`src/hall_cond_regs.svh`:
```
// constants for the field-sensor conditioning core: configuration word offsets,
// field positions, reset values and timing counts. assumes a 100 MHz core clock.
//
// Behaviour
// - field range from top mode bit and two-bit field; 1/11 gives 150mT.
// - filter corner field: code 10 gives 500 Hz, code 11 gives 1 kHz.
// - output format field: 000 selects voltage output, 110 selects pulse width.
// - voltage format drives a 12-bit converter code, ratiometric to the supply.
// - pulse-width format: 11-bit duty, 8 ms period, duty carries the value.
// - drift band code maps to its ppm/K span: 0, 2, 1, 3 ascending.
// - linear drift coefficient is 5 bits, quadratic 3 bits, within the band.
// - gain is a signed factor from -4 to +4 in fine steps.
// - zero-field offset is added; one step equals 4.9 mV.
// - output never below lower limit, 0 to half supply, 9.77 mV steps.
// - output never above upper limit, half to full supply, 9.77 mV steps.
// - four user storage words, no effect on processing.
// - active protect latch freezes configuration and ignores communication.
// - protect latch only takes effect after the next power cycle.
// - readable 14-bit processed value after the whole chain.
// - with latch active, neither programming nor readout commands are answered.
// - each filtered sample is multiplied by gain, offset added, then limited.
// - processed readout spans 0 to 16383.
`ifndef HALL_COND_REGS_SVH
`define HALL_COND_REGS_SVH

// configuration word offsets on the command port
`define ADDR_MODE       4'h0
`define ADDR_BAND       4'h1
`define ADDR_LIN        4'h2
`define ADDR_QUAD       4'h3
`define ADDR_GAIN       4'h4
`define ADDR_OFFSET     4'h5
`define ADDR_CLAMP_LO   4'h6
`define ADDR_CLAMP_HI   4'h7
`define ADDR_USER0      4'h8
`define ADDR_LOCK       4'hc
`define ADDR_READOUT    4'hd
`define NUM_CFG_WORDS   13

// mode word field positions
`define MODE_RANGE_TOP  9
`define MODE_FMT_HI     7
`define MODE_FMT_LO     5
`define MODE_FILT_HI    4
`define MODE_FILT_LO    3
`define MODE_RANGE_HI   2
`define MODE_RANGE_LO   1

// widths of the stored fields
`define MODE_W          10
`define BAND_W          2
`define LIN_W           5
`define QUAD_W          3
`define OFFSET_W        10
`define CLAMP_W         8

// reset value of every shadow before the store is copied in
`define CFG_RESET       16'h0000

// scaling of processing quantities, in readout counts
`define READOUT_MAX     14'h3fff
`define HALF_SCALE      20'sh02000
`define OFFSET_SHIFT    4
`define CLAMP_SHIFT     5
`define GAIN_FRAC       13
`define FILT_SHIFT_1K   3
`define FILT_SHIFT_500  4

// pulse-width timing
`define CLK_FREQ_MHZ    100
`define PWM_PERIOD_US   8000
`define PWM_PERIOD_CYC  (`PWM_PERIOD_US * `CLK_FREQ_MHZ)
`define PWM_SLOTS       2048

`endif

```
`src/hall_cond_pkg.sv`:
```
// types shared by the conditioning core and its output stage.
// assumes the constants header is included by the design files.
package hall_cond_pkg;
  typedef enum logic [2:0] {RNG_30, RNG_60, RNG_80, RNG_100, RNG_150} field_range_t;
  typedef enum logic {FMT_VOLTAGE, FMT_PWM} out_format_t;
  typedef enum logic [1:0] {ST_LOAD, ST_RUN, ST_LOCKED} cfg_state_t;
endpackage

```
`src/hall_cond_core.sv`:
```
// field-sensor conditioning core: nonvolatile configuration store with shadows,
// write-protect latch, filter, gain, offset, limits and readout.
// assumes samples and decoded programming commands arrive on the core clock.
`timescale 1ns/1ps
`default_nettype none
`include "hall_cond_regs.svh"
module hall_cond_core #(
  parameter int PWM_PERIOD_CYCLES = `PWM_PERIOD_CYC
) (
  input wire logic clk, // core clock, 100 MHz
  input wire logic reset, // power-on reset, async, active high
  input wire logic signed [13:0] sample_in, // converter sample
  input wire logic sample_valid, // sample strobe
  input wire logic prog_valid, // decoded programming command
  input wire logic prog_write, // 1 write, 0 read
  input wire logic [3:0] prog_addr, // configuration word offset
  input wire logic [15:0] prog_wdata, // write data
  output logic [15:0] prog_rdata_ff, // read data
  output logic prog_rvalid_ff, // read answer strobe
  output hall_cond_pkg::field_range_t range_sel, // converter range
  output logic filter_1k, // filter corner is 1 kHz
  output hall_cond_pkg::out_format_t out_format, // selected output format
  output logic [1:0] drift_band, // drift band code
  output logic signed [12:0] drift_lo_ppm, // band lower bound
  output logic signed [12:0] drift_hi_ppm, // band upper bound
  output logic [4:0] drift_lin, // linear drift coefficient
  output logic [2:0] drift_quad, // quadratic drift coefficient
  output logic [13:0] readout_ff, // processed field value
  output logic [11:0] dac_code_ff, // voltage converter code
  output logic pwm_out_ff, // pulse-width output
  output logic locked // protect latch effective
);
  import hall_cond_pkg::*;

  // ************************************************************
  // store, shadows and protect latch
  // ************************************************************
  // the store has no reset: it keeps its contents across power cycles
  // an erased store reads as zero, so a fresh part comes up unlocked and programmable
  logic [15:0] nv_ff [`NUM_CFG_WORDS] = '{default: `CFG_RESET};
  logic [15:0] nxt_nv_ff [`NUM_CFG_WORDS];
  logic [15:0] cfg_ff [`NUM_CFG_WORDS];
  logic [15:0] nxt_cfg_ff [`NUM_CFG_WORDS];
  cfg_state_t state_ff, nxt_state_ff;
  logic [15:0] nxt_prog_rdata_ff;
  logic nxt_prog_rvalid_ff;
  logic accept;

  // communication is dropped entirely once the latch is effective
  assign accept = prog_valid && (state_ff == ST_RUN);

  always_comb begin
    nxt_nv_ff = nv_ff;
    if (accept && prog_write && prog_addr < 4'(`ADDR_READOUT)) begin
      nxt_nv_ff[prog_addr] = prog_wdata;
    end
  end

  always_ff @(posedge clk) begin
    nv_ff <= nxt_nv_ff;
  end

  always_comb begin
    nxt_state_ff = state_ff;
    nxt_cfg_ff = cfg_ff;
    case (state_ff)
      ST_LOAD: begin
        nxt_cfg_ff = nv_ff;
        // the latch is sampled only here, so setting it waits for a power cycle
        nxt_state_ff = nv_ff[`ADDR_LOCK][0] ? ST_LOCKED : ST_RUN;
      end
      ST_RUN: begin
        if (accept && prog_write && prog_addr < 4'(`ADDR_READOUT)) begin
          nxt_cfg_ff[prog_addr] = prog_wdata;
        end
      end
      ST_LOCKED: begin
        nxt_state_ff = ST_LOCKED;
      end
      default: begin
        nxt_state_ff = ST_LOAD;
      end
    endcase
  end

  always_ff @(posedge clk or posedge reset) begin
    if (reset) begin
      state_ff <= ST_LOAD;
      for (int i = 0; i < `NUM_CFG_WORDS; i++) begin
        cfg_ff[i] <= `CFG_RESET;
      end
    end else begin
      state_ff <= nxt_state_ff;
      cfg_ff <= nxt_cfg_ff;
    end
  end

  assign locked = (state_ff == ST_LOCKED);

  // ************************************************************
  // read answers
  // ************************************************************
  always_comb begin
    nxt_prog_rvalid_ff = accept && !prog_write;
    nxt_prog_rdata_ff = prog_rdata_ff;
    if (accept && !prog_write) begin
      if (prog_addr == `ADDR_READOUT) begin
        nxt_prog_rdata_ff = {2'b00, readout_ff};
      end else if (prog_addr < 4'(`ADDR_READOUT)) begin
        nxt_prog_rdata_ff = cfg_ff[prog_addr];
      end else begin
        nxt_prog_rdata_ff = 16'h0000;
      end
    end
  end

  always_ff @(posedge clk or posedge reset) begin
    if (reset) begin
      prog_rdata_ff <= 16'h0000;
      prog_rvalid_ff <= 1'b0;
    end else begin
      prog_rdata_ff <= nxt_prog_rdata_ff;
      prog_rvalid_ff <= nxt_prog_rvalid_ff;
    end
  end

  // ************************************************************
  // mode decode with fallback for unlisted codes
  // ************************************************************
  logic [9:0] mode;
  logic [1:0] rng_code;
  logic [2:0] fmt_code;
  assign mode = cfg_ff[`ADDR_MODE][`MODE_W-1:0];
  assign rng_code = mode[`MODE_RANGE_HI:`MODE_RANGE_LO];
  assign fmt_code = mode[`MODE_FMT_HI:`MODE_FMT_LO];
  // codes 00 and 01 have no corner defined; the nearer 500 Hz is used
  assign filter_1k = (mode[`MODE_FILT_HI:`MODE_FILT_LO] == 2'b11);
  // any format code with the top bit set is nearer pulse width than voltage
  assign out_format = (fmt_code == 3'b110 || fmt_code[2]) ? FMT_PWM : FMT_VOLTAGE;

  always_comb begin
    if (mode[`MODE_RANGE_TOP]) begin
      range_sel = RNG_150;
    end else begin
      case (rng_code)
        2'b00: range_sel = RNG_30;
        2'b01: range_sel = RNG_60;
        2'b10: range_sel = RNG_80;
        default: range_sel = RNG_100;
      endcase
    end
  end

  // ************************************************************
  // drift compensation settings
  // ************************************************************
  assign drift_band = cfg_ff[`ADDR_BAND][`BAND_W-1:0];
  assign drift_lin = cfg_ff[`ADDR_LIN][`LIN_W-1:0];
  assign drift_quad = cfg_ff[`ADDR_QUAD][`QUAD_W-1:0];

  always_comb begin
    case (drift_band)
      2'd0: begin
        drift_lo_ppm = -13'sd3100;
        drift_hi_ppm = -13'sd2000;
      end
      2'd2: begin
        drift_lo_ppm = -13'sd1950;
        drift_hi_ppm = -13'sd550;
      end
      2'd1: begin
        drift_lo_ppm = -13'sd500;
        drift_hi_ppm = 13'sd450;
      end
      default: begin
        drift_lo_ppm = 13'sd450;
        drift_hi_ppm = 13'sd1000;
      end
    endcase
  end

  // ************************************************************
  // processing chain: filter, gain, offset, limits
  // ************************************************************
  logic signed [19:0] filt_ff, nxt_filt_ff;
  logic signed [19:0] step;
  logic signed [15:0] gain;
  logic signed [35:0] product;
  logic signed [19:0] scaled, summed;
  logic signed [19:0] lim_lo, lim_hi;
  logic [13:0] nxt_readout_ff;

  assign gain = cfg_ff[`ADDR_GAIN];
  assign step = {{6{sample_in[13]}}, sample_in} - filt_ff;

  always_comb begin
    nxt_filt_ff = filt_ff;
    if (sample_valid && state_ff != ST_LOAD) begin
      nxt_filt_ff = filt_ff + (filter_1k ? (step >>> `FILT_SHIFT_1K) : (step >>> `FILT_SHIFT_500));
    end
  end

  // gain is signed with 13 fraction bits, so the full word spans -4 to +4
  assign product = filt_ff * gain;
  assign scaled = product[`GAIN_FRAC+19:`GAIN_FRAC];
  assign summed = scaled + 20'(cfg_ff[`ADDR_OFFSET][`OFFSET_W-1:0]) * 20'sd16;
  assign lim_lo = 20'(cfg_ff[`ADDR_CLAMP_LO][`CLAMP_W-1:0]) <<< `CLAMP_SHIFT;
  assign lim_hi = `HALF_SCALE - 20'sd1 + ((20'(cfg_ff[`ADDR_CLAMP_HI][`CLAMP_W-1:0]) + 20'sd1) <<< `CLAMP_SHIFT);

  always_comb begin
    if (summed < lim_lo) begin
      nxt_readout_ff = lim_lo[13:0];
    end else if (summed > lim_hi) begin
      nxt_readout_ff = lim_hi[13:0];
    end else begin
      nxt_readout_ff = summed[13:0];
    end
  end

  always_ff @(posedge clk or posedge reset) begin
    if (reset) begin
      filt_ff <= 20'sh00000;
      readout_ff <= 14'h0000;
    end else begin
      filt_ff <= nxt_filt_ff;
      readout_ff <= nxt_readout_ff;
    end
  end

  hall_out_stage #(
    .PERIOD_CYCLES(PWM_PERIOD_CYCLES)
  ) u_out (
    .clk(clk),
    .reset(reset),
    .value(readout_ff),
    .fmt(out_format),
    .dac_code_ff(dac_code_ff),
    .pwm_out_ff(pwm_out_ff)
  );

  // ************************************************************
  // checks
  // ************************************************************
  chk_load_one_cycle: assert property (@(posedge clk) disable iff (reset)
    state_ff == ST_LOAD |=> state_ff != ST_LOAD) else $error("store load did not finish");
  chk_lock_defers: assert property (@(posedge clk) disable iff (reset)
    state_ff == ST_RUN |=> state_ff == ST_RUN) else $error("latch took effect without power cycle");
  chk_locked_freeze: assert property (@(posedge clk) disable iff (reset)
    locked |=> $stable(cfg_ff[`ADDR_GAIN]) && $stable(cfg_ff[`ADDR_MODE]))
    else $error("config moved while locked");
  chk_locked_silent: assert property (@(posedge clk) disable iff (reset)
    locked ##1 prog_valid |=> !prog_rvalid_ff) else $error("answered while locked");
  chk_read_answer: assert property (@(posedge clk) disable iff (reset)
    state_ff == ST_RUN && prog_valid && !prog_write |=> prog_rvalid_ff)
    else $error("read not answered");
  chk_readout_low: assert property (@(posedge clk) disable iff (reset)
    state_ff == ST_RUN ##1 state_ff == ST_RUN |-> 20'(readout_ff) >= $past(lim_lo)) else $error("below lower limit");
  chk_readout_high: assert property (@(posedge clk) disable iff (reset)
    state_ff == ST_RUN ##1 state_ff == ST_RUN |-> 20'(readout_ff) <= $past(lim_hi)) else $error("above upper limit");
  chk_range_top: assert property (@(posedge clk) disable iff (reset)
    mode[`MODE_RANGE_TOP] |-> range_sel == RNG_150) else $error("wide range not selected");
  chk_filter_fallback: assert property (@(posedge clk) disable iff (reset)
    !mode[`MODE_FILT_HI] |-> !filter_1k) else $error("unlisted filter code not 500 Hz");

  // ************************************************************
  // decode, store and readout checks
  // ************************************************************
  // these pin the listed codes and the store path, which the bench reaches only indirectly
  chk_write_lands: assert property (@(posedge clk) disable iff (reset)
    accept && prog_write && prog_addr == `ADDR_GAIN |=> gain == $past(prog_wdata))
    else $error("gain write did not land");
  chk_load_copies: assert property (@(posedge clk) disable iff (reset)
    state_ff == ST_LOAD |=> cfg_ff[`ADDR_MODE] == $past(nv_ff[`ADDR_MODE]))
    else $error("shadow not loaded from store");
  chk_store_frozen: assert property (@(posedge clk) disable iff (reset)
    locked |=> $stable(nv_ff[`ADDR_GAIN]) && $stable(nv_ff[`ADDR_LOCK]))
    else $error("store moved while locked");
  chk_locked_refuse: assert property (@(posedge clk) disable iff (reset)
    locked && prog_valid |=> !prog_rvalid_ff)
    else $error("command answered while locked");
  chk_readout_word: assert property (@(posedge clk) disable iff (reset)
    accept && !prog_write && prog_addr == `ADDR_READOUT |=> prog_rdata_ff == {2'b00, $past(readout_ff)})
    else $error("readout word wrong");
  chk_filter_hold: assert property (@(posedge clk) disable iff (reset)
    !sample_valid |=> filt_ff == $past(filt_ff))
    else $error("filter moved without a sample");
  chk_format_voltage: assert property (@(posedge clk) disable iff (reset)
    fmt_code == 3'b000 |-> out_format == FMT_VOLTAGE)
    else $error("voltage format not selected");
  chk_format_pwm: assert property (@(posedge clk) disable iff (reset)
    fmt_code == 3'b110 |-> out_format == FMT_PWM)
    else $error("pulse width format not selected");
  chk_filter_fast: assert property (@(posedge clk) disable iff (reset)
    mode[`MODE_FILT_HI:`MODE_FILT_LO] == 2'b11 |-> filter_1k)
    else $error("1 kHz corner not selected");
  chk_range_narrow: assert property (@(posedge clk) disable iff (reset)
    !mode[`MODE_RANGE_TOP] && rng_code == 2'b00 |-> range_sel == RNG_30)
    else $error("narrow range not selected");
  chk_band_lowest: assert property (@(posedge clk) disable iff (reset)
    drift_band == 2'd0 |-> drift_lo_ppm == -13'sd3100 && drift_hi_ppm == -13'sd2000)
    else $error("band 0 bounds wrong");
  chk_band_highest: assert property (@(posedge clk) disable iff (reset)
    drift_band == 2'd3 |-> drift_lo_ppm == 13'sd450 && drift_hi_ppm == 13'sd1000)
    else $error("band 3 bounds wrong");
endmodule
`default_nettype wire

```
`src/hall_out_stage.sv`:
```
// output stage: converter code for voltage format and pulse-width generator.
// assumes the processed value arrives from flip-flops on the same clock.
`timescale 1ns/1ps
`default_nettype none
`include "hall_cond_regs.svh"
module hall_out_stage #(
  parameter int PERIOD_CYCLES = `PWM_PERIOD_CYC
) (
  input wire logic clk, // core clock
  input wire logic reset, // async, active high
  input wire logic [13:0] value, // processed field value
  input wire hall_cond_pkg::out_format_t fmt, // selected format
  output logic [11:0] dac_code_ff, // voltage converter code
  output logic pwm_out_ff // pulse-width output
);
  import hall_cond_pkg::*;

  // slots take equal whole cycles; leftover cycles form a low tail so the period stays exact
  localparam int SLOT_CYC = (PERIOD_CYCLES / `PWM_SLOTS) < 1 ? 1 : PERIOD_CYCLES / `PWM_SLOTS;
  localparam logic [19:0] SLOT_LAST = 20'(SLOT_CYC - 1);
  localparam logic [19:0] PERIOD_LAST = 20'(PERIOD_CYCLES - 1);

  logic [19:0] per_ff, nxt_per_ff;
  logic [19:0] pre_ff, nxt_pre_ff;
  logic [10:0] slot_ff, nxt_slot_ff;
  logic [10:0] duty_ff, nxt_duty_ff;
  logic [11:0] nxt_dac_code_ff;
  logic nxt_pwm_out_ff;

  always_comb begin
    nxt_dac_code_ff = (fmt == FMT_VOLTAGE) ? value[13:2] : 12'h000;
    nxt_per_ff = (per_ff == PERIOD_LAST) ? 20'h00000 : per_ff + 20'h00001;
    nxt_pre_ff = (pre_ff == SLOT_LAST || per_ff == PERIOD_LAST) ? 20'h00000 : pre_ff + 20'h00001;
    nxt_slot_ff = slot_ff;
    if (per_ff == PERIOD_LAST) begin
      nxt_slot_ff = 11'h000;
    end else if (pre_ff == SLOT_LAST && slot_ff != 11'h7ff) begin
      // the last slot stretches over the tail, where the output is always low
      nxt_slot_ff = slot_ff + 11'h001;
    end
    // duty is only taken at the period start so a period is never torn
    nxt_duty_ff = (per_ff == 20'h00000) ? value[13:3] : duty_ff;
    nxt_pwm_out_ff = (fmt == FMT_PWM) && (slot_ff < duty_ff);
  end

  always_ff @(posedge clk or posedge reset) begin
    if (reset) begin
      dac_code_ff <= 12'h000;
      per_ff <= 20'h00000;
      pre_ff <= 20'h00000;
      slot_ff <= 11'h000;
      duty_ff <= 11'h000;
      pwm_out_ff <= 1'b0;
    end else begin
      dac_code_ff <= nxt_dac_code_ff;
      per_ff <= nxt_per_ff;
      pre_ff <= nxt_pre_ff;
      slot_ff <= nxt_slot_ff;
      duty_ff <= nxt_duty_ff;
      pwm_out_ff <= nxt_pwm_out_ff;
    end
  end

  chk_pwm_idle_voltage: assert property (@(posedge clk) disable iff (reset)
    fmt == FMT_VOLTAGE |=> !pwm_out_ff) else $error("pwm active in voltage format");
  chk_dac_tracks_value: assert property (@(posedge clk) disable iff (reset)
    fmt == FMT_VOLTAGE |=> dac_code_ff == $past(value[13:2])) else $error("dac code lags value");
endmodule
`default_nettype wire

```
`config.mk`:
```
export PLATFORM = sky130hd
export DESIGN_NAME = hall_cond_core
export DESIGN_NICKNAME = d
export VERILOG_FILES = /design/src/hall_cond_pkg.sv /design/src/hall_cond_core.sv /design/src/hall_out_stage.sv
export VERILOG_INCLUDE_DIRS = /design/src
export SDC_FILE = /design/constraint.sdc
export NUM_CORES = 2
export LEC_CHECK = 0
export BUFFER_PORTS_ARGS = -buffer_cell sky130_fd_sc_hd__buf_2
export CAP_MARGIN = 20
export CELL_PAD_IN_SITES_DETAIL_PLACEMENT = 2
export CELL_PAD_IN_SITES_GLOBAL_PLACEMENT = 2
export CORE_ASPECT_RATIO = 1.4
export CORE_UTILIZATION = 30
export CTS_BUF_LIST = sky130_fd_sc_hd__clkbuf_4 sky130_fd_sc_hd__clkbuf_8
export DETAILED_ROUTE_END_ITERATION = 6
export HOLD_SLACK_MARGIN = 0.02
export PLACE_DENSITY = 0.62
export SLEW_MARGIN = 20
export SYNTH_ARGS = -nofsm -noshare
export SYNTH_HDL_FRONTEND = slang
export SYNTH_SLANG_ARGS = --single-unit
```
`constraint.sdc`:
```
create_clock -name clk -period 35.5 [get_ports clk]
set_clock_uncertainty 0.1 [all_clocks]
set_input_delay 7.1 -clock clk [delete_from_list [all_inputs] [get_ports clk]]
set_output_delay 7.1 -clock clk [all_outputs]
set_load 0.02 [all_outputs]
```
# Yosys cells after proc, flatten, opt, wreduce, memory -nomap -nowiden
# Index checks and enable logic that the tools add are counted.
[word_totals] ff_bits=544 inputBits=39 out_inout_bits=86 wordCells=111
[op_classes] addsub=8 mul=1 magnitude_cmp=6 n_eq_ne=13 muxes=26 bitwise_logic=1 n_reduce_logical=19
[ops] cell="208-bit bitwise mux" count=2
[ops] cell="208-bit case mux with 2 select lines" count=1
[ops] cell="208-bit 2-to-1 mux" count=1
[ops] cell="16-bit 2-to-1 mux" count=6
[ops] cell="13-bit case mux with 3 select lines" count=2
[ops] cell="16-bit binary-select mux with 4-bit select" count=1
[ops] cell="16-bit demux with 4-bit select" count=1
[ops] cell="20-bit by 1-bit adder with 20-bit output (second input constant)" count=2
[ops] cell="20-bit 2-to-1 mux" count=2
[ops] cell="20-bit by 16-bit multiplier with 33-bit output" count=1
[ops] cell="14-bit 2-to-1 mux" count=2
[ops] cell="11-bit 2-to-1 mux" count=2
[ops] cell="20-bit by 14-bit adder with 20-bit output" count=1
[ops] cell="20-bit by 17-bit adder with 20-bit output" count=1
[ops] cell="20-bit == test (second input constant)" count=1
[ops] cell="20-bit by 9-bit == test with 1-bit output (second input constant)" count=1
[ops] cell="20-bit by 16-bit > comparator with 1-bit output" count=1
[ops] cell="20-bit zero test" count=1
[ops] cell="20-bit by 14-bit less-than comparator with 1-bit output" count=1
[ops] cell="20-bit subtractor" count=1
[ops] cell="13-bit by 14-bit adder with 15-bit output (first input constant)" count=1
[ops] cell="12-bit 2-to-1 mux" count=1
[ops] cell="2-bit case mux with 3 select lines" count=2
[ops] cell="11-bit by 1-bit adder with 11-bit output (second input constant)" count=1
[ops] cell="other kinds (21)" count=38

# Logic depth before layout (Yosys ltp)
[logic_depth] word_depth=8 mapped_depth=41

# Cells and area by module
# A second synthesis with hierarchy kept.
[hier_totals] cells_unflattened=3553 area_unflattened_um2=36756.5
[by_module_without_submodules] module="hall_cond_core" instances=1 cells_each=3194 area_per_inst_um2=33089.2 seq_area_each_um2=12777.3
[by_module_without_submodules] module="hall_out_stage" instances=1 cells_each=359 area_per_inst_um2=3667.3 seq_area_each_um2=1876.8

# Worst setup path before layout
# No wires, ideal clock.
[synth_path] path_type="in2reg" start="input sample_in[1]" end="register filt_ff[19]" setup_time_ps=130 t_arrival_ps=11048 t_required_ps=35270 setup_slack_ps=24221 cell_stages=22 path_buffers=0 path_cell_list="ha_1 -> a21o_1 -> a21o_1 -> a211o_1 -> o41ai_4 -> o21ai_1 -> o41ai_4 -> nand2b_1 -> nor2b_1 -> nor2b_1 -> nor3_1 -> o31ai_1 -> ha_1 -> and2_1 -> o21ai_0 -> inv_1 -> a21o_1 -> o21ai_0 -> o21ai_0 -> xnor2_1 -> nor2_1 -> xor2_1"
[synth_via] elab_chain_len=3
[synth_rtl] element="from (decl)" line="hall_cond_core.sv:12" text="input wire logic signed [13:0] sample_in,"
[synth_rtl] element="20-bit subtractor (*)" line="hall_cond_core.sv:194" text="assign step = {{6{sample_in[13]}}, sample_in} - filt_ff;"
[synth_rtl] element="16-bit 2-to-1 mux" line="hall_cond_core.sv:199" text="nxt_filt_ff = filt_ff + (filter_1k ? (step >>> `FILT_SHIFT_1K) : (step >>> `FILT_SHIFT_500));"
[synth_rtl] element="20-bit by 17-bit adder with 20-bit output (*)" line="hall_cond_core.sv:199"
[synth_rtl] element="to (signal assigned)" line="hall_cond_core.sv:225" text="filt_ff <= nxt_filt_ff;"
[synth_rtl] element="to (decl)" line="hall_cond_core.sv:185" text="logic signed [19:0] filt_ff, nxt_filt_ff;"
# Mark *: on every way between the ends. The rest lies on a longest branch, timed or not.
# A chain may end at the register's enable or synchronous reset.

# Worst setup path after layout
# Ends and elaborated chain as after synthesis.

==> results.json <==
{
  "setup_viol": 0,
  "crit_arrival_ps": 12040,
  "routabilityCongestion": 0.773,
  "routedWlPerCell_um": 23.0,
  "cts_max_level": 3,
  "num_rows": 150,
  "rsz0062_at_grt": "no",
  "yosysWarnings": 0,
  "drive_gt1_share_pct": 12.6,
  "hpwl_mm": 85.5,
  "worstMarginPinSlew_ps": 1090,
  "final_max_slew_viol_count": 0,
  "netlist_area_um2": 36400,
  "ant_nets": 0,
  "period_needed_ps": 11480,
  "ys_ff_latch": 544,
  "core-area_um2": 120000,
  "maxCapViolCount": 0,
  "ff_latch_area_um2": 14700,
  "start_kind": "input pin",
  "ys_seq_area_share_pct": 40.2,
  "synth_ff_type": "dfrtp_1",
  "synth_edf_count": 208,
  "fillers": 12900,
  "clock-sinks": 544,
  "multi_input_area_um2": 19400,
  "netlist_top_cells_area": "dfrtp_1, edfxtp_1, fa_1",
  "finalHoldViolCount": 0,
  "io_buffers": 120,
  "ys_top_cells_by_count": "inv_1, nor2_1, dfrtp_1",
  "overflow": 0,
  "drc_errors": 0,
  "synth_cells": 3480,
  "via_per_inst": 5.05,
  "hold_path_depth": 1,
  "synth_area_per_cell_um2": 10.5,
  "io_pins": 125,
  "cts_tree": "built",
  "reg2reg_slack_ps": 24510,
  "grt_max_degree": 108,
  "wl_met3_mm": 2.90,
  "reg2regPathDepth": 34,
  "synth.top_cell.area_share_pct": 23.1,
  "routed.top_layer": "met5",
  "cts_hold_buffers": 0,
  "initial_core_util_pct": 30.4,
  "critPathKind": "in -> reg",
  "met1_length_mm": 47.5,
  "root_buffer": "clkbuf_8",
  "grt_use_total_pct": 20.1,
  "hp-class": "reg -> reg",
  "cp_max_fo": 6,
  "layout.nets": 4046,
  "cts_resized": 0,
  "clkSlewWorstSetupHoldPaths_ps": 60,
  "grt_first_pass_wirelength_mm": 188,
  "synth_top_area_cell": "dfrtp_1",
  "timing.setup.tns_ps": 0,
  "fp.dieW_um": 297,
  "die_h_um": 414,
  "crit_path_end_kind": "register",
  "post_cts_buffers": 0,
  "grt_pass1_vias": 30400,
  "finalWirelength_mm": 120,
  "met2_length_mm": 65.1,
  "synth.most_common_cell": "inv_1",
  "status": "complete, no violations",
  "syn_to_final_growth_pct": 11.6,
  "cts_made_buffers": 92,
  "maxSlewHeadroom_pct": 27.1,
  "firstDrtPassIters": 5,
  "drt-initial-drc-count": 951,
  "antenna_found_initial": 6,
  "synth_cell_type_count": 77,
  "insertion_delay_ps": 750,
  "fmax_ghz": 0.0871,
  "vias": 26300,
  "fin_crit_sh_pct": 32.4,
  "clockBufferDepth": 3,
  "synth_async_sr_flop_share_pct": 61.8,
  "cp.required_ps": 36060,
  "dieArea_um2": 123000
}
-- sequential cells by signal, summed over array words and instances, names as in the netlist --
signal,count
u_out.dac_code_ff,12
prog_rvalid_ff,1
u_out.duty_ff,11
drift_lin,5
u_out.pwm_out_ff,1
readout_ff,14
state_ff,2
filt_ff,20
drift_quad,3
u_out.per_ff,20
u_out.pre_ff,20
gain,16
cfg_ff,182
nv_ff,208
drift_band,2
prog_rdata_ff,16
u_out.slot_ff,11
-- path summary, 6_finish.rpt --
path	start	end
setup / recovery	sample_in[1]	filt_ff[19]
hold / removal	u_out.per_ff[15]	u_out.per_ff[15]
setup reg to reg	gain[6]	readout_ff[8]
hold reg to reg	u_out.per_ff[15]	u_out.per_ff[15]
max in group asynchronous	reset	u_out.dac_code_ff[2]
min in group asynchronous	reset	filt_ff[19]
-- critical path, cell delays in order --
cell,delay [ps]
buf_2,100
ha_1,280
a21o_1,160
a21o_1,240
a211o_1,360
o41ai_4,360
o21ai_1,240
o41ai_4,350
nand2b_1,180
nor2b_1,280
nor2b_1,100
nor3_1,230
o31ai_1,130
ha_1,350
and2_1,150
o21ai_0,170
inv_1,90
a21o_1,180
o21ai_0,290
o21ai_0,190
xnor2_1,160
nor2_1,150
xor2_1,180
-- through the flow --
step           utilization, %  setup WS [ps]  cell area (µm²)  instances  hold slack, ps
2_1_floorplan               -          18990            36500       3483             348
3_5_place_dp             32.3          23230            38700       5044             397
5_1_grt                  33.9          23640            40700       5212             424
4_1_cts                  33.9          24020            40600       5210             406
6_report                 33.9          24020            40700       5215             400
3_3_place_gp             32.3          23500            38700       5044             379
-- cell families (layout without fill, tap and decap cells) --
family,after synthesis,count (layout),share of synthesized area [%]
simple gates,956,956,12.3
compound gates,691,691,11.3
buf+inv,615,746,6.65
flops,544,544,40.2
fa+ha+maj,465,465,22.1
xor+xnor,123,123,2.96
mux,85,85,4.56
other cells,1,9,0.0103
-- per-layer routing --
layer / vias up / GRT usage [%]
li1: 11900 / -
met4: 2 / 7.56
met5: - / 0
met1: 14000 / 23.2
met2: 343 / 37.3
met3: 153 / 2.25
-- placed cells by master (no fill, tap or decap), types with 45 or more instances in the layout --
master    Yosys  final
a21oi_1     302    297
buf_2         0    119
mux4_2       64     64
xnor2_1      71     71
nand3_1      45     45
fa_1        296    296
dfrtp_1     336    336
and2_1      143    143
nor2_1      348    344
o21ai_0      63     63
xor2_1       52     52
nand2_1     251    251
clkbuf_8      0    105
o22ai_1     214    214
ha_1        169    169
buf_4        27     73
inv_1       386    385
edfxtp_1    208    208
-- cell type report --
class                           instances  share of cell area (%)
Multi-Input combinational cell       2324                    47.8
Sequential cell                       544                    36.0
Tap cell                             1596                    4.91
Clock buffer                          147                    4.33
Inverter                              388                    3.60
Timing Repair Buffer                  192                    2.81
Clock inverter                         19                   0.514
Antenna cell                            5                  0.0308
Power is not shown: default switching activity piles up to over one toggle a cycle in this logic, so the estimate is an artifact.
